$ cat config.mk
export PLATFORM = sky130hd
export DESIGN_NAME = mq_device_flat
export DESIGN_NICKNAME = d
export VERILOG_FILES = /design/src/design/mq_pkg.sv /design/src/design/mq_if.sv /design/src/design/mq_device.sv /design/src/design/queue_pointer.sv /design/src/flat_wrapper.sv
export SDC_FILE = /design/constraint.sdc
export NUM_CORES = 1
export LEC_CHECK = 0
export ABC_CLOCK_PERIOD_IN_PS = 6900
export BUFFER_PORTS_ARGS = -buffer_cell sky130_fd_sc_hd__buf_2
export CAP_MARGIN = 20
export CORE_ASPECT_RATIO = 0.7
export CORE_MARGIN = 2
export CORE_UTILIZATION = 30
export CTS_BUF_LIST = sky130_fd_sc_hd__clkbuf_16
export DETAILED_ROUTE_END_ITERATION = 8
export HOLD_SLACK_MARGIN = 0.05
export SLEW_MARGIN = 20
export SYNTH_ARGS = -nofsm -noshare
export SYNTH_HDL_FRONTEND = slang
export SYNTH_HIERARCHICAL = 1
export SYNTH_SLANG_ARGS = --single-unit
$ cat constraint.sdc
create_clock -name CLOCK -period 6.9 [get_ports CLOCK]
set_input_delay 0.69 -clock CLOCK [delete_from_list [all_inputs] [get_ports CLOCK]]
set_output_delay 0.69 -clock CLOCK [all_outputs]
set_load 0.1 [all_outputs]
$ cat src/design/mq_pkg.sv
// Shared constants for the message queue port unit and its host end.
// Assumes a single core clock; pointers are byte offsets inside one queue.
package mq_pkg;
	localparam int unsigned DW = 32;
	localparam int unsigned PW = 18;
	localparam logic [31:0] ALL_ONES = 32'hffffffff;
	// One queue of the smallest size, in bytes: 4K entries of one word each.
	localparam logic [18:0] QBYTES_MIN = 19'h04000;
	localparam logic [2:0] QSIZE_MAX_SEL = 3'h4;
	localparam logic [18:0] WORD_STEP = 19'h00004;
	// Queue index inside the region, in address order.
	localparam logic [1:0] Q_IN_FREE = 2'h0;
	localparam logic [1:0] Q_IN_POST = 2'h1;
	localparam logic [1:0] Q_OUT_POST = 2'h2;
	localparam logic [1:0] Q_OUT_FREE = 2'h3;
	// Pointer index: twice the queue index, plus one for the tail.
	localparam logic [2:0] P_IF_HEAD = 3'h0;
	localparam logic [2:0] P_IF_TAIL = 3'h1;
	localparam logic [2:0] P_IP_HEAD = 3'h2;
	localparam logic [2:0] P_IP_TAIL = 3'h3;
	localparam logic [2:0] P_OP_HEAD = 3'h4;
	localparam logic [2:0] P_OP_TAIL = 3'h5;
	localparam logic [2:0] P_OF_HEAD = 3'h6;
	localparam logic [2:0] P_OF_TAIL = 3'h7;
	// Pointers that software moves; the rest move only in hardware.
	localparam logic [7:0] SW_OWNED = 8'h99;
	localparam logic PORT_IN = 1'b0;
	localparam logic PORT_OUT = 1'b1;
	// Device register selects.
	localparam logic [3:0] RS_BASE = 4'h0;
	localparam logic [3:0] RS_SIZE = 4'h1;
	localparam logic [3:0] RS_MASK = 4'h2;
	localparam logic [3:0] RS_PTR = 4'h8;
	localparam logic [31:0] BASE_RST = 32'h00000000;
	localparam logic [2:0] SIZE_RST = 3'h0;
	localparam logic MASK_RST = 1'b1;
	// Host register byte offsets on AHB-Lite.
	localparam logic [7:0] A_PCI_CTRL = 8'h00;
	localparam logic [7:0] A_PCI_WDATA = 8'h04;
	localparam logic [7:0] A_PCI_RDATA = 8'h08;
	localparam logic [7:0] A_STATUS = 8'h0c;
	localparam logic [7:0] A_REG_CTRL = 8'h10;
	localparam logic [7:0] A_REG_WDATA = 8'h14;
	localparam logic [7:0] A_REG_RDATA = 8'h18;
	localparam int PC_WRITE = 0;
	localparam int PC_PORT = 1;
	localparam int PC_BURST = 2;
	localparam int ST_BUSY = 0;
	localparam int ST_RETRY = 1;
	localparam int ST_DISC = 2;
	localparam int ST_INTA = 3;
	localparam int ST_POST = 4;
	localparam int ST_FULL = 5;
	localparam int RC_WRITE = 8;

	function automatic logic [18:0] queue_bytes(input logic [2:0] sel);
		queue_bytes = QBYTES_MIN << ((sel > QSIZE_MAX_SEL) ? QSIZE_MAX_SEL : sel);
	endfunction
endpackage

$ cat src/design/mq_if.sv
// Link between the queue port unit and the agent that drives it.
// Both ends share one clock; nothing here is registered.
`timescale 1ns/10ps
interface mq_if;
	logic pci_req;
	logic pci_write;
	logic pci_port;
	logic pci_burst;
	logic [31:0] pci_wdata;
	logic pci_done;
	logic pci_retry;
	logic pci_disc;
	logic [31:0] pci_rdata;
	logic reg_we;
	logic [3:0] reg_sel;
	logic [31:0] reg_wdata;
	logic [31:0] reg_rdata;
	logic cpu_post_irq;
	logic cpu_full_irq;
	logic pci_inta;

	modport dev (
		input pci_req, pci_write, pci_port, pci_burst, pci_wdata, reg_we, reg_sel, reg_wdata,
		output pci_done, pci_retry, pci_disc, pci_rdata, reg_rdata, cpu_post_irq, cpu_full_irq, pci_inta
	);
	modport host (
		output pci_req, pci_write, pci_port, pci_burst, pci_wdata, reg_we, reg_sel, reg_wdata,
		input pci_done, pci_retry, pci_disc, pci_rdata, reg_rdata, cpu_post_irq, cpu_full_irq, pci_inta
	);
endinterface

$ cat src/design/mq_device.sv
// Message queue port unit: two PCI queue ports over four queues in memory.
// Assumes one requester at a time on the port side and a memory that acks.
//
// Contract
// - Inbound port write stores at post head
// - Advance inbound post head after store
// - Each inbound post raises processor interrupt
// - Retry inbound writes while store pending
// - Full inbound post queue retries, no store
// - Software reads and advances inbound post tail
// - Inbound port read returns free-tail word, advances
// - Empty inbound free read returns all ones
// - Software fills inbound free, advances head
// - Outbound port read returns post-tail word, advances
// - Empty outbound post read: ones, tail kept
// - PCI interrupt while outbound post nonempty
// - Outbound mask bit suppresses PCI interrupt
// - Software posts outbound, advances its head
// - Outbound port write stores at free head
// - Retry outbound writes while store pending
// - Outbound free full raises processor interrupt
// - Full outbound free queue retries, no store
// - Software takes outbound free, advances tail
// - Four equal queues laid out contiguously
// - One-word entries, 4K to 64K per queue
// - Pointers wrap at the queue size
// - Port bursts disconnect after first word
`timescale 1ns/10ps
module mq_device (
	input wire logic CLOCK,
	input wire logic SYS_RST,
	mq_if.dev Q,
	output logic MEM_REQ,
	output logic MEM_WE,
	output logic [31:0] MEM_ADDR,
	output logic [31:0] MEM_WDATA,
	input wire logic MEM_ACK,
	input wire logic [31:0] MEM_RDATA
);
	typedef enum logic [1:0] {
		ST_IDLE = 2'b00,
		ST_WR = 2'b01,
		ST_RD = 2'b10
	} state_e;

	state_e state_r;
	logic [31:0] base_r;
	logic [2:0] size_r;
	logic mask_r;
	logic [18:0] qbytes;
	logic [17:0] ptr [8];
	logic [17:0] nxt [8];
	logic [7:0] load_v;
	logic [7:0] inc_v;
	logic [2:0] hw_idx_r;
	logic burst_r;
	logic done_r;
	logic retry_r;
	logic disc_r;
	logic [31:0] rdata_r;
	logic [31:0] reg_rdata_r;
	logic post_irq_r;
	logic full_chk_r;
	logic full_irq_r;
	logic inta_r;
	logic take;
	logic ip_full;
	logic of_full;
	logic if_empty;
	logic op_empty;

	assign qbytes = mq_pkg::queue_bytes(size_r);

	function automatic logic [31:0] q_addr(input logic [1:0] q, input logic [17:0] p);
		logic [31:0] s;
		logic [31:0] off;
		s = {13'h0000, qbytes};
		case (q)
			mq_pkg::Q_IN_FREE: off = 32'h00000000;
			mq_pkg::Q_IN_POST: off = s;
			mq_pkg::Q_OUT_POST: off = s << 1;
			default: off = s + (s << 1);
		endcase
		q_addr = base_r + off + {14'h0000, p};
	endfunction

	function automatic logic [31:0] reg_view(input logic [3:0] sel);
		logic [31:0] v;
		v = 32'h00000000;
		if (sel[3]) begin
			v = {14'h0000, ptr[sel[2:0]]};
		end else begin
			case (sel)
				mq_pkg::RS_BASE: v = base_r;
				mq_pkg::RS_SIZE: v = {29'h00000000, size_r};
				mq_pkg::RS_MASK: v = {31'h00000000, mask_r};
				default: v = 32'h00000000;
			endcase
		end
		reg_view = v;
	endfunction

	// Software may move only the pointers it owns; the others ignore writes.
	for (genvar i = 0; i < 8; i++) begin : g_ptr
		assign load_v[i] = Q.reg_we && (Q.reg_sel == (mq_pkg::RS_PTR + 4'(i)))
			&& mq_pkg::SW_OWNED[i];
		queue_pointer u_ptr (
			.clk(CLOCK),
			.rst(SYS_RST),
			.load(load_v[i]),
			.load_val(Q.reg_wdata[17:0]),
			.inc(inc_v[i]),
			.limit(qbytes),
			.ptr(ptr[i]),
			.ptr_next(nxt[i])
		);
	end

	// One slot is always left empty so that full and empty stay distinct.
	assign ip_full = nxt[mq_pkg::P_IP_HEAD] == ptr[mq_pkg::P_IP_TAIL];
	assign of_full = nxt[mq_pkg::P_OF_HEAD] == ptr[mq_pkg::P_OF_TAIL];
	assign if_empty = ptr[mq_pkg::P_IF_HEAD] == ptr[mq_pkg::P_IF_TAIL];
	assign op_empty = ptr[mq_pkg::P_OP_HEAD] == ptr[mq_pkg::P_OP_TAIL];

	// An answer pulse blocks a new take, so a held request is never taken twice.
	assign take = Q.pci_req && !done_r && !retry_r;

	assign inc_v = (state_r != ST_IDLE && MEM_ACK) ? (8'h01 << hw_idx_r) : 8'h00;

	always_ff @(posedge CLOCK) begin
		if (SYS_RST) begin
			state_r <= ST_IDLE;
			MEM_REQ <= 1'b0;
			MEM_WE <= 1'b0;
			MEM_ADDR <= 32'h00000000;
			MEM_WDATA <= 32'h00000000;
			hw_idx_r <= 3'h0;
			burst_r <= 1'b0;
			done_r <= 1'b0;
			retry_r <= 1'b0;
			disc_r <= 1'b0;
			rdata_r <= 32'h00000000;
		end else begin
			done_r <= 1'b0;
			retry_r <= 1'b0;
			disc_r <= 1'b0;
			case (state_r)
				ST_IDLE: begin
					if (take && Q.pci_write) begin
						if (Q.pci_port == mq_pkg::PORT_OUT ? of_full : ip_full) begin
							retry_r <= 1'b1;
						end else begin
							MEM_REQ <= 1'b1;
							MEM_WE <= 1'b1;
							MEM_WDATA <= Q.pci_wdata;
							if (Q.pci_port == mq_pkg::PORT_OUT) begin
								MEM_ADDR <= q_addr(mq_pkg::Q_OUT_FREE, ptr[mq_pkg::P_OF_HEAD]);
								hw_idx_r <= mq_pkg::P_OF_HEAD;
							end else begin
								MEM_ADDR <= q_addr(mq_pkg::Q_IN_POST, ptr[mq_pkg::P_IP_HEAD]);
								hw_idx_r <= mq_pkg::P_IP_HEAD;
							end
							done_r <= 1'b1;
							disc_r <= Q.pci_burst;
							state_r <= ST_WR;
						end
					end else if (take) begin
						if (Q.pci_port == mq_pkg::PORT_OUT ? op_empty : if_empty) begin
							rdata_r <= mq_pkg::ALL_ONES;
							done_r <= 1'b1;
							disc_r <= Q.pci_burst;
						end else begin
							MEM_REQ <= 1'b1;
							MEM_WE <= 1'b0;
							burst_r <= Q.pci_burst;
							if (Q.pci_port == mq_pkg::PORT_OUT) begin
								MEM_ADDR <= q_addr(mq_pkg::Q_OUT_POST, ptr[mq_pkg::P_OP_TAIL]);
								hw_idx_r <= mq_pkg::P_OP_TAIL;
							end else begin
								MEM_ADDR <= q_addr(mq_pkg::Q_IN_FREE, ptr[mq_pkg::P_IF_TAIL]);
								hw_idx_r <= mq_pkg::P_IF_TAIL;
							end
							state_r <= ST_RD;
						end
					end
				end
				ST_WR: begin
					if (take) begin
						retry_r <= 1'b1;
					end
					if (MEM_ACK) begin
						MEM_REQ <= 1'b0;
						state_r <= ST_IDLE;
					end
				end
				ST_RD: begin
					if (MEM_ACK) begin
						MEM_REQ <= 1'b0;
						rdata_r <= MEM_RDATA;
						done_r <= 1'b1;
						disc_r <= burst_r;
						state_r <= ST_IDLE;
					end
				end
				default: begin
					MEM_REQ <= 1'b0;
					state_r <= ST_IDLE;
				end
			endcase
		end
	end

	always_ff @(posedge CLOCK) begin
		if (SYS_RST) begin
			post_irq_r <= 1'b0;
			full_chk_r <= 1'b0;
			full_irq_r <= 1'b0;
			inta_r <= 1'b0;
		end else begin
			post_irq_r <= inc_v[mq_pkg::P_IP_HEAD];
			full_chk_r <= inc_v[mq_pkg::P_OF_HEAD];
			full_irq_r <= full_chk_r && of_full;
			inta_r <= !op_empty && !mask_r;
		end
	end

	always_ff @(posedge CLOCK) begin
		if (SYS_RST) begin
			base_r <= mq_pkg::BASE_RST;
			size_r <= mq_pkg::SIZE_RST;
			mask_r <= mq_pkg::MASK_RST;
		end else if (Q.reg_we) begin
			case (Q.reg_sel)
				mq_pkg::RS_BASE: base_r <= Q.reg_wdata;
				mq_pkg::RS_SIZE: size_r <= Q.reg_wdata[2:0];
				mq_pkg::RS_MASK: mask_r <= Q.reg_wdata[0];
				default: base_r <= base_r;
			endcase
		end
	end

	always_ff @(posedge CLOCK) begin
		if (SYS_RST) begin
			reg_rdata_r <= 32'h00000000;
		end else begin
			reg_rdata_r <= reg_view(Q.reg_sel);
		end
	end

	assign Q.pci_done = done_r;
	assign Q.pci_retry = retry_r;
	assign Q.pci_disc = disc_r;
	assign Q.pci_rdata = rdata_r;
	assign Q.reg_rdata = reg_rdata_r;
	assign Q.cpu_post_irq = post_irq_r;
	assign Q.cpu_full_irq = full_irq_r;
	assign Q.pci_inta = inta_r;
endmodule // mq_device

$ cat src/design/queue_pointer.sv
// One head or tail pointer of a circular queue, as a byte offset.
// Assumes load and inc never both fire, since one party owns each pointer.
`timescale 1ns/10ps
module queue_pointer (
	input wire logic clk,
	input wire logic rst,
	input wire logic load,
	input wire logic [17:0] load_val,
	input wire logic inc,
	input wire logic [18:0] limit,
	output logic [17:0] ptr,
	output logic [17:0] ptr_next
);
	logic [18:0] sum;

	assign sum = {1'b0, ptr} + mq_pkg::WORD_STEP;
	// Comparing with >= also recovers a pointer left beyond a queue that was shrunk.
	assign ptr_next = (sum >= limit) ? 18'h00000 : sum[17:0];

	always_ff @(posedge clk) begin
		if (rst) begin
			ptr <= 18'h00000;
		end else if (load) begin
			ptr <= load_val;
		end else if (inc) begin
			ptr <= ptr_next;
		end
	end
endmodule // queue_pointer

$ cat src/flat_wrapper.sv
// flat-port wrapper written by rule: the top's interface ports become plain ports
module mq_device_flat 
  (CLOCK, SYS_RST, MEM_REQ, MEM_WE, MEM_ADDR, MEM_WDATA, MEM_ACK, MEM_RDATA, Q_pci_req, Q_pci_write, Q_pci_port, Q_pci_burst, Q_pci_wdata, Q_reg_we, Q_reg_sel, Q_reg_wdata, Q_pci_done, Q_pci_retry, Q_pci_disc, Q_pci_rdata, Q_reg_rdata, Q_cpu_post_irq, Q_cpu_full_irq, Q_pci_inta);
  mq_if Q_i ();
  input wire logic CLOCK;
  input wire logic SYS_RST;
  output logic MEM_REQ;
  output logic MEM_WE;
  output logic [31:0] MEM_ADDR;
  output logic [31:0] MEM_WDATA;
  input wire logic MEM_ACK;
  input wire logic [31:0] MEM_RDATA;
  input wire logic [$bits(Q_i.pci_req)-1:0] Q_pci_req;
  input wire logic [$bits(Q_i.pci_write)-1:0] Q_pci_write;
  input wire logic [$bits(Q_i.pci_port)-1:0] Q_pci_port;
  input wire logic [$bits(Q_i.pci_burst)-1:0] Q_pci_burst;
  input wire logic [$bits(Q_i.pci_wdata)-1:0] Q_pci_wdata;
  input wire logic [$bits(Q_i.reg_we)-1:0] Q_reg_we;
  input wire logic [$bits(Q_i.reg_sel)-1:0] Q_reg_sel;
  input wire logic [$bits(Q_i.reg_wdata)-1:0] Q_reg_wdata;
  output wire logic [$bits(Q_i.pci_done)-1:0] Q_pci_done;
  output wire logic [$bits(Q_i.pci_retry)-1:0] Q_pci_retry;
  output wire logic [$bits(Q_i.pci_disc)-1:0] Q_pci_disc;
  output wire logic [$bits(Q_i.pci_rdata)-1:0] Q_pci_rdata;
  output wire logic [$bits(Q_i.reg_rdata)-1:0] Q_reg_rdata;
  output wire logic [$bits(Q_i.cpu_post_irq)-1:0] Q_cpu_post_irq;
  output wire logic [$bits(Q_i.cpu_full_irq)-1:0] Q_cpu_full_irq;
  output wire logic [$bits(Q_i.pci_inta)-1:0] Q_pci_inta;
  assign Q_i.pci_req = Q_pci_req;
  assign Q_i.pci_write = Q_pci_write;
  assign Q_i.pci_port = Q_pci_port;
  assign Q_i.pci_burst = Q_pci_burst;
  assign Q_i.pci_wdata = Q_pci_wdata;
  assign Q_i.reg_we = Q_reg_we;
  assign Q_i.reg_sel = Q_reg_sel;
  assign Q_i.reg_wdata = Q_reg_wdata;
  assign Q_pci_done = Q_i.pci_done;
  assign Q_pci_retry = Q_i.pci_retry;
  assign Q_pci_disc = Q_i.pci_disc;
  assign Q_pci_rdata = Q_i.pci_rdata;
  assign Q_reg_rdata = Q_i.reg_rdata;
  assign Q_cpu_post_irq = Q_i.cpu_post_irq;
  assign Q_cpu_full_irq = Q_i.cpu_full_irq;
  assign Q_pci_inta = Q_i.pci_inta;
  mq_device u_core (.CLOCK(CLOCK), .SYS_RST(SYS_RST), .Q(Q_i), .MEM_REQ(MEM_REQ), .MEM_WE(MEM_WE), .MEM_ADDR(MEM_ADDR), .MEM_WDATA(MEM_WDATA), .MEM_ACK(MEM_ACK), .MEM_RDATA(MEM_RDATA));
endmodule
; Word level (Yosys, flattened, before mapping)
; Index checks and enable logic that the tools add are counted.
[totals]
wordCells = 211
latchBits = 0
register_bits = 323
ram_bits = 0
mem_bits_ro = 0
output_inout_bits = 136
in_bits = 108
n_memories = 0
[classes]
magnitude_cmp = 10
multipliers = 0
n_mux = 95
bitwise_logic = 4
shifts = 2
add_sub_neg = 17
div = 0
eq_ne = 22
reduce_logical = 33
[ops]
columns = operator, n
row1 = two-way mux 32 bit, 32
row2 = two-way mux 18 bit, 19
row3 = adder 18 x 3 -> 19 bit (second input constant), 8
row4 = greater-or-equal comparator 19 bit, 8
row5 = adder 32 x 18 -> 32 bit, 4
row6 = adder 32 bit, 4
row7 = one-hot mux 32 bit (3 select lines), 1
row8 = equality test 18 bit, 4
row9 = one-hot mux 32 bit (2 select lines), 1
row10 = binary-select mux 18 bit (select 3 bit), 1
row11 = two-way mux 1 bit, 23
row12 = adder 19 x 20 -> 21 bit, 1
row13 = two-way mux 3 bit, 7
row14 = left shift 15 x 3 -> 19 bit (first input constant), 1
row15 = equality test 4 bit (second input constant), 4
row16 = nonzero test 2 bit, 7
row17 = AND reduction 4 bit, 3
row18 = logical AND 1 bit, 10
row19 = two-way mux 2 bit, 5
row20 = two-way mux 8 bit, 1
row21 = inequality test 2 x 1 -> 1 bit (second input constant), 4
row22 = one-hot mux 1 bit (2 select lines), 4
row23 = left shift 1 x 3 -> 8 bit (first input constant), 1
row24 = inequality test 2 bit (second input constant), 3
row25 = other kinds (19), 27

; Logic depth before layout (Yosys ltp)
; Gate-level depths: netlist (run 1).
[logic_depth]
ltp_word = 16
ltp_mapped = 23

; Cells and area by module
; The synthesis (run 1) kept the hierarchy.
[modules_own_cells]
columns = module, n_inst, cells_each, seq_area_each_um2, area_per_inst_um2
row1 = mq_device, 1, 1766, 3563.4, 14561.5
row2 = queue_pointer at u_core.g_ptr[0].u_ptr ..., 6, 260, 360.3, 1850.5
row3 = queue_pointer at u_core.g_ptr[6].u_ptr ..., 2, 246, 360.3, 1808.0

; Least setup slack after synthesis (run 1)
; No wires, ideal clock.
[synth_path]
kind = reg-to-reg
start = register u_core.g_ptr[2].u_ptr.ptr[10]
end = register u_core.MEM_ADDR[11]
required_ns = 6.829
slack_ns = 2.035
path_stages_with_launch = 22
setup_ns = 0.071
t_arrival_ns = 4.795
path_cell_list = dfxtp_1 nand4_2 or3_1 nor3_2 xnor2_1 inv_1 ha_1 nand4_1 or4_4 o211ai_4 buf_4 nor2_1 xor2_1 nor4_1 nand4_1 nor4_1 nor4_1 clkbuf_1 nor2_2 buf_2 a22oi_1 a21oi_1
[synth_lines]
columns = item, line
row1 = "start, declared", queue_pointer.sv:11  ; output logic [17:0] ptr,
row2 = "start signal, assigned", queue_pointer.sv:24  ; ptr <= load_val;
row3 = "start signal, assigned", queue_pointer.sv:26  ; ptr <= ptr_next;
row4 = "end signal, assigned", mq_device.sv:157  ; MEM_ADDR <= q_addr(mq_pkg::Q_OUT_FREE, ptr[mq_pkg::P_OF_HEAD]);
row5 = "end signal, assigned", mq_device.sv:160  ; MEM_ADDR <= q_addr(mq_pkg::Q_IN_POST, ptr[mq_pkg::P_IP_HEAD]);
row6 = "end signal, assigned", mq_device.sv:177  ; MEM_ADDR <= q_addr(mq_pkg::Q_OUT_POST, ptr[mq_pkg::P_OP_TAIL]);
row7 = "end, declared", mq_device.sv:35  ; output logic [31:0] MEM_ADDR,

==> metrics, run 1 <==
worst hold endpoint=u_core/base_r[23]; per-instance average area after synthesis=7.78 µm²; met2 Track Usage GR=32.7%; Port Buffer Count=243; leading cell type in the layout, fill and taps excluded=sky130_fd_sc_hd__nand2_1; arrival time at the worst endpoint=6.74 ns; timing-limited maximum frequency=0.160 GHz; setup violators final=0; clock root buffer master=sky130_fd_sc_hd__clkbuf_16; Core Box Area=95,600 µm²; fraction of met1 tracks used by global routing=34.6%; number of antenna-violating nets in the routed design=0; fraction of final layout cells with drive strength greater than 1=13.0%; Routed WL=119 mm; number of iterations in the first detailed-routing pass=7; number of global-route vias before repair=roughly 26k; die boundary height=263 µm; area growth from synthesis to layout=14.1%; TritonCTS clock tree=done; Power Density=177 nW/µm²; setup repair after global routing missed its margin=no; Post-Route Skew=0.0387 ns; fin crit share=between 90% and 100%; number of nets in the final layout=4,377; number of slew-limit violations in the final report=0; DP Wirelength=approximately 90 mm; final worst setup slack=0.666 ns; clock tree sinks=322; total global routing track utilization=23.3%; pin count of the biggest net entering global routing=86; starting density of the core=30.2%; final hold violation count=0; worst setup slack before clock tree synthesis=between 0.9 and 1 ns; status=completed; Crit Path Max Fanout=25; hold crit path type=input port to flip-flop; cts repair resizes=0; layout filler cell count=10.1k; first-pass GRT wire length=174 mm; Post-CTS Hold Fix Bufs=0; maximum vdd ir drop=156 µV; Critical path buffers and inverters=3; CP Launch Type=flip-flop; P_leak=14.6 nW; total CTS buffers=38; Chip Width=374 µm; final routed DRC violation total=0; Total Die Area=98,600 µm²; Boundary Pins=244; slew at the pin closest to its max-slew limit=1.04 ns; fin util=34.4%; kind of critical path=flip-flop to flip-flop; Worst Reg-to-Reg Cells=19; count of maximum capacitance violations=0; clock slew at reported path FFs=0.07 ns; insertion delay to the later sink of the worst-skew pair=0.60 ns; GR Util met3=5.99%; CP delay by family, top=simple AND/OR/NAND/NOR gates; required arrival time at the worst endpoint=7.41 ns; Post-Synthesis Cell Area=just under 30,000 µm²; antenna violations before repair=8; hold path cells=3; wire length per cell=22.6 µm; routability congestion estimate from global placement=1.03; post-CTS setup buffers=0; layer with the highest usage=met1; sequence of cells on the critical path=ha_1, nand3_1, nor2_1, and3_2, xnor2_1, inv_1, ha_1, nand4_1, or4_4, o211ai_4, buf_4, nor2_1, xor2_1, nor4_1, buf_4, nor4_2, nor2_2, or4_1, nand3_1; cell row count=95; routed vias=28.9k; Worst R2R Start=u_core/g_ptr[2].u_ptr/ptr[2]; CP Capture Type=flip-flop; summed negative setup slack over all endpoints=0 ns; Ys Warns=6; clock buffer depth=3; endpoint of the worst register-to-register path=u_core/MEM_ADDR[28]; R2R Setup Slk=0.67 ns; Worst path max stage delay=~0.90 ns; cell with the biggest individual delay on the critical path=sky130_fd_sc_hd__nor4_2; most frequent cells in the layout=sky130_fd_sc_hd__nand2_1, sky130_fd_sc_hd__inv_1, sky130_fd_sc_hd__dfxtp_1; CTS H-tree lvls=2; global route overflow=0; average vias per placed instance=between 5 and 6; First DRT Iteration DRCs=3,725; Final Hold Slack=~0.34 ns; slew margin rel.=30.0%; final critical path time including I/O delays and setup=6.23 ns; Syn Inst Count=3,704; min-delay src=Q_reg_wdata[23]
[flip-flops by register name, summed over array words and instances, names as in the netlist]
register / flops
u_core/MEM_ADDR: 32
u_core/Q.pci_retry: 1
u_core/full_chk_r: 1
u_core/mask_r: 1
u_core/Q.pci_inta: 1
u_core/MEM_REQ: 1
u_core/base_r: 32
u_core/burst_r: 1
u_core/g_ptr.u_ptr/ptr: 144
u_core/size_r: 3
u_core/Q.cpu_full_irq: 1
u_core/MEM_WDATA: 32
u_core/Q.pci_disc: 1
u_core/Q.reg_rdata: 32
u_core/Q.cpu_post_irq: 1
u_core/Q.pci_done: 1
u_core/hw_idx_r: 3
u_core/Q.pci_rdata: 32
u_core/state_r: 2
[metrics by stage]
step | instance area [µm²] | std cells | power, mW
after global placement | 31600 | 5184 | 3.66
final | 32900 | 5255 | 5.84
after CTS | 32900 | 5253 | 5.82
after floorplan | 29300 | 3831 | 3.25
after detailed placement | 31600 | 5184 | 3.68
after global routing | 32900 | 5253 | 6.05
[cell type report]
type / count / area, µm² / area share, %
diodes: 2 / 5.00 / 0.0152
clock buffers: 39 / 976 / 2.97
clock inverters: 30 / 285 / 0.868
inverters: 382 / 1430 / 4.36
multi-input cells: 2930 / 20600 / 62.6
flip-flops and latches: 322 / 6450 / 19.6
well taps: 1261 / 1580 / 4.80
repair buffers: 289 / 1570 / 4.78
[layer usage]
layer | vias up | routed length, µm
met5 | - | 34
met1 | 13700 | 53500
met3 | 183 | 14200
li1 | 13500 | -
met4 | 4 | 3540
met2 | 1443 | 47700
[worst reg2reg max path, stage by stage, from the launching register on]
cell and delay [ns]:
sky130_fd_sc_hd__dfxtp_1 0.50, sky130_fd_sc_hd__ha_1 0.31, sky130_fd_sc_hd__nand3_1 0.15, sky130_fd_sc_hd__nor2_1 0.25, sky130_fd_sc_hd__and3_2 0.22, sky130_fd_sc_hd__xnor2_1 0.22
sky130_fd_sc_hd__inv_1 0.09, sky130_fd_sc_hd__ha_1 0.32, sky130_fd_sc_hd__nand4_1 0.12, sky130_fd_sc_hd__or4_4 0.54, sky130_fd_sc_hd__o211ai_4 0.60, sky130_fd_sc_hd__buf_4 0.33
sky130_fd_sc_hd__nor2_1 0.07, sky130_fd_sc_hd__xor2_1 0.18, sky130_fd_sc_hd__nor4_1 0.09, sky130_fd_sc_hd__buf_4 0.16, sky130_fd_sc_hd__nor4_2 0.90, sky130_fd_sc_hd__nor2_2 0.40
sky130_fd_sc_hd__or4_1 0.61, sky130_fd_sc_hd__nand3_1 0.09
[power breakdown]
part	leakage (nW)	switching, mW	internal [mW]
clock	0.635	0.933	1.22
sequential	2.62	0.169	1.96
combinational	11.4	1.12	0.428
total	14.6	2.23	3.61
[worst max path at each step]
stage                                   from  slack [ns]  cells after the start                  end
3_3_place_gp    u_core/g_ptr[2].u_ptr/ptr[2]        0.99                     19  u_core/MEM_ADDR[28]
6_report        u_core/g_ptr[2].u_ptr/ptr[2]        0.67                     19  u_core/MEM_ADDR[28]
5_1_grt         u_core/g_ptr[2].u_ptr/ptr[2]        0.32                     19  u_core/MEM_ADDR[28]
2_1_floorplan  u_core/g_ptr[2].u_ptr/ptr[10]        2.03                     21  u_core/MEM_ADDR[11]
3_5_place_dp    u_core/g_ptr[2].u_ptr/ptr[2]        0.91                     19  u_core/MEM_ADDR[24]
4_1_cts         u_core/g_ptr[2].u_ptr/ptr[2]        0.86                     19  u_core/MEM_ADDR[28]
(Power assumes the default switching activity.)
==> inputs of run 2 (changes only) <==
- CORE_UTILIZATION: 30 -> 50
- PLACE_DENSITY: unset -> 0.69
==> metrics, run 2 (same netlist as run 1, synthesis figures left out) <==
total power after layout=5.67 mW; leading cell type in the layout, fill and taps excluded=sky130_fd_sc_hd__nand2_1; Port Buffer Count=243; setup violators final=0; min-delay src=Q_pci_wdata[2]; wire length per cell=23.0 µm; CP Launch Point=u_core/g_ptr[2].u_ptr/ptr[2]; antenna violations before repair=2; endpoint of the worst register-to-register path=u_core/MEM_ADDR[28]; Crit Path Max Fanout=26; routed vias=around 29k; total CTS buffers=38; Chip Width=291 µm; P_leak=around 15 nW; setup repair after global routing missed its margin=no; global route overflow=0; clock tree sinks=~320; average vias per placed instance=6.05; total global routing track utilization=a little over a third; fin crit share=roughly 95%; DP Wirelength=79.2 mm; hold crit path type=input port to flip-flop; hold path cells=3; Final Cell Area=32,100 µm²; pin count of the biggest net entering global routing=105; cts repair resizes=0; clock root buffer master=sky130_fd_sc_hd__clkbuf_16; Total Die Area=between 50,000 and 60,000 µm²; number of global-route vias before repair=25.5k; insertion delay to the later sink of the worst-skew pair=between 0.5 and 0.6 ns; worst hold endpoint=u_core/MEM_WDATA[2]; CP Launch Type=flip-flop; final routed DRC violation total=0; Routed WL=109 mm; R2R Setup Slk=0.31 ns; die boundary height=205 µm; post-CTS setup buffers=0; most frequent cells in the layout=sky130_fd_sc_hd__nand2_1, sky130_fd_sc_hd__inv_1, sky130_fd_sc_hd__dfxtp_1; summed negative setup slack over all endpoints=0 ns; final worst setup slack=between 0.3 and 0.4 ns; cell row count=73; slew at the pin closest to its max-slew limit=1.13 ns; Worst R2R Start=u_core/g_ptr[2].u_ptr/ptr[2]; fin util=56.4%; routability congestion estimate from global placement=around 1.0; area growth from synthesis to layout=11.4%; first-pass GRT wire length=162 mm; final critical path time including I/O delays and setup=6.59 ns; number of flip-flops in the largest register=144; post-placement cell area=roughly 31,000 µm²; register with the most flip-flops=u_core/g_ptr.u_ptr/ptr; number of nets in the final layout=4,370; post-layout instance count excluding filler cells=about 4.7k; number of slew-limit violations in the final report=0; CTS H-tree lvls=2; Post-CTS Hold Fix Bufs=0; number of antenna-violating nets in the routed design=0; TritonCTS clock tree=done; clock slew at reported path FFs=0.06 ns; Final Hold Slack=0.347 ns; required arrival time at the worst endpoint=around 7.4 ns; number of iterations in the first detailed-routing pass=6; timing-limited maximum frequency=0.152 GHz; fraction of final layout cells with drive strength greater than 1=12.8%; First DRT Iteration DRCs=~3.5k; starting density of the core=about half; maximum vdd ir drop=~130 µV; Core Box Area=56,900 µm²; Post-Route Skew=0.0195 ns; final hold violation count=0; clock buffer depth=3; status=completed; Power Density=177 nW/µm²; kind of critical path=flip-flop to flip-flop; Worst Reg-to-Reg Cells=20; number of cells after detailed placement=around 4.7k; CP Capture Type=flip-flop; count of maximum capacitance violations=0; worst setup slack before clock tree synthesis=0.658 ns; Boundary Pins=244; slew margin rel.=24.4%; arrival time at the worst endpoint=7.04 ns
-- run 2: changes by cell type in the layout (fill, tap and decap cells not counted) --
| cell | change |
|---|---|
| sky130_fd_sc_hd__buf_4 | -7 |
| sky130_fd_sc_hd__bufinv_16 | -2 |
| sky130_fd_sc_hd__clkinv_1 | -2 |
| sky130_fd_sc_hd__inv_1 | +2 |
| sky130_fd_sc_hd__clkbuf_16 | -1 |
| sky130_fd_sc_hd__clkinv_2 | +1 |
| sky130_fd_sc_hd__clkinv_4 | -1 |
| sky130_fd_sc_hd__clkinv_8 | +1 |
| sky130_fd_sc_hd__diode_2 | -1 |
| sky130_fd_sc_hd__inv_6 | -1 |
| sky130_fd_sc_hd__nor4_1 | +1 |
| sky130_fd_sc_hd__nor4_2 | -1 |
-- run 2: how the worst max path moves through the flow --
stage	endpoint	slack [ns]
2_1_floorplan	u_core/MEM_ADDR[11]	2.03
3_3_place_gp	u_core/MEM_ADDR[28]	0.69
3_5_place_dp	u_core/MEM_ADDR[28]	0.66
4_1_cts	u_core/MEM_ADDR[28]	0.62
5_1_grt	u_core/MEM_ADDR[28]	0.09
6_report	u_core/MEM_ADDR[28]	0.31
-- run 2: area by class of cell --
cell class / instances / area, µm²
clock inverter: 28 / 229
antenna: 1 / 2.50
timing repair buffer: 282 / 1520
sequential: 322 / 6450
multi-input combinational: 2930 / 20600
clock buffer: 38 / 951
fill: 5424 / 24800
inverter: 382 / 1430
tap: 750 / 938
-- run 2: worst max-delay path: stages (launching register included) --
cell                       delay [ns]
sky130_fd_sc_hd__dfxtp_1         0.50
sky130_fd_sc_hd__ha_1            0.30
sky130_fd_sc_hd__nand3_1         0.17
sky130_fd_sc_hd__nor2_1          0.25
sky130_fd_sc_hd__and3_2          0.22
sky130_fd_sc_hd__xnor2_1         0.18
sky130_fd_sc_hd__inv_1           0.09
sky130_fd_sc_hd__ha_1            0.30
sky130_fd_sc_hd__nand4_1         0.13
sky130_fd_sc_hd__or4_4           0.55
sky130_fd_sc_hd__o211ai_4        0.63
sky130_fd_sc_hd__nor2_1          0.11
sky130_fd_sc_hd__xor2_1          0.19
sky130_fd_sc_hd__nor4_1          0.36
sky130_fd_sc_hd__nand4_1         0.15
sky130_fd_sc_hd__nor4_1          0.81
sky130_fd_sc_hd__buf_4           0.29
sky130_fd_sc_hd__or4_1           0.29
sky130_fd_sc_hd__nand2_1         0.47
sky130_fd_sc_hd__a41oi_1         0.37
sky130_fd_sc_hd__nand3_1         0.09
-- run 2: power by group --
group / internal, mW / total, mW / switching, mW
clock network: 1.12 / 2.01 / 0.892
logic: 0.426 / 1.54 / 1.11
registers: 1.96 / 2.12 / 0.158
-- run 2: routing by layer --
| layer | GRT usage (%) | part of all wire (%) | vias to the layer above |
|---|---|---|---|
| met5 | 0 | 0.025 | - |
| met4 | 15.2 | 4.6 | 4 |
| met3 | 11.9 | 14 | 255 |
| met2 | 48.9 | 38 | 1667 |
| met1 | 50.3 | 43 | 13200 |
| li1 | - | - | 13500 |
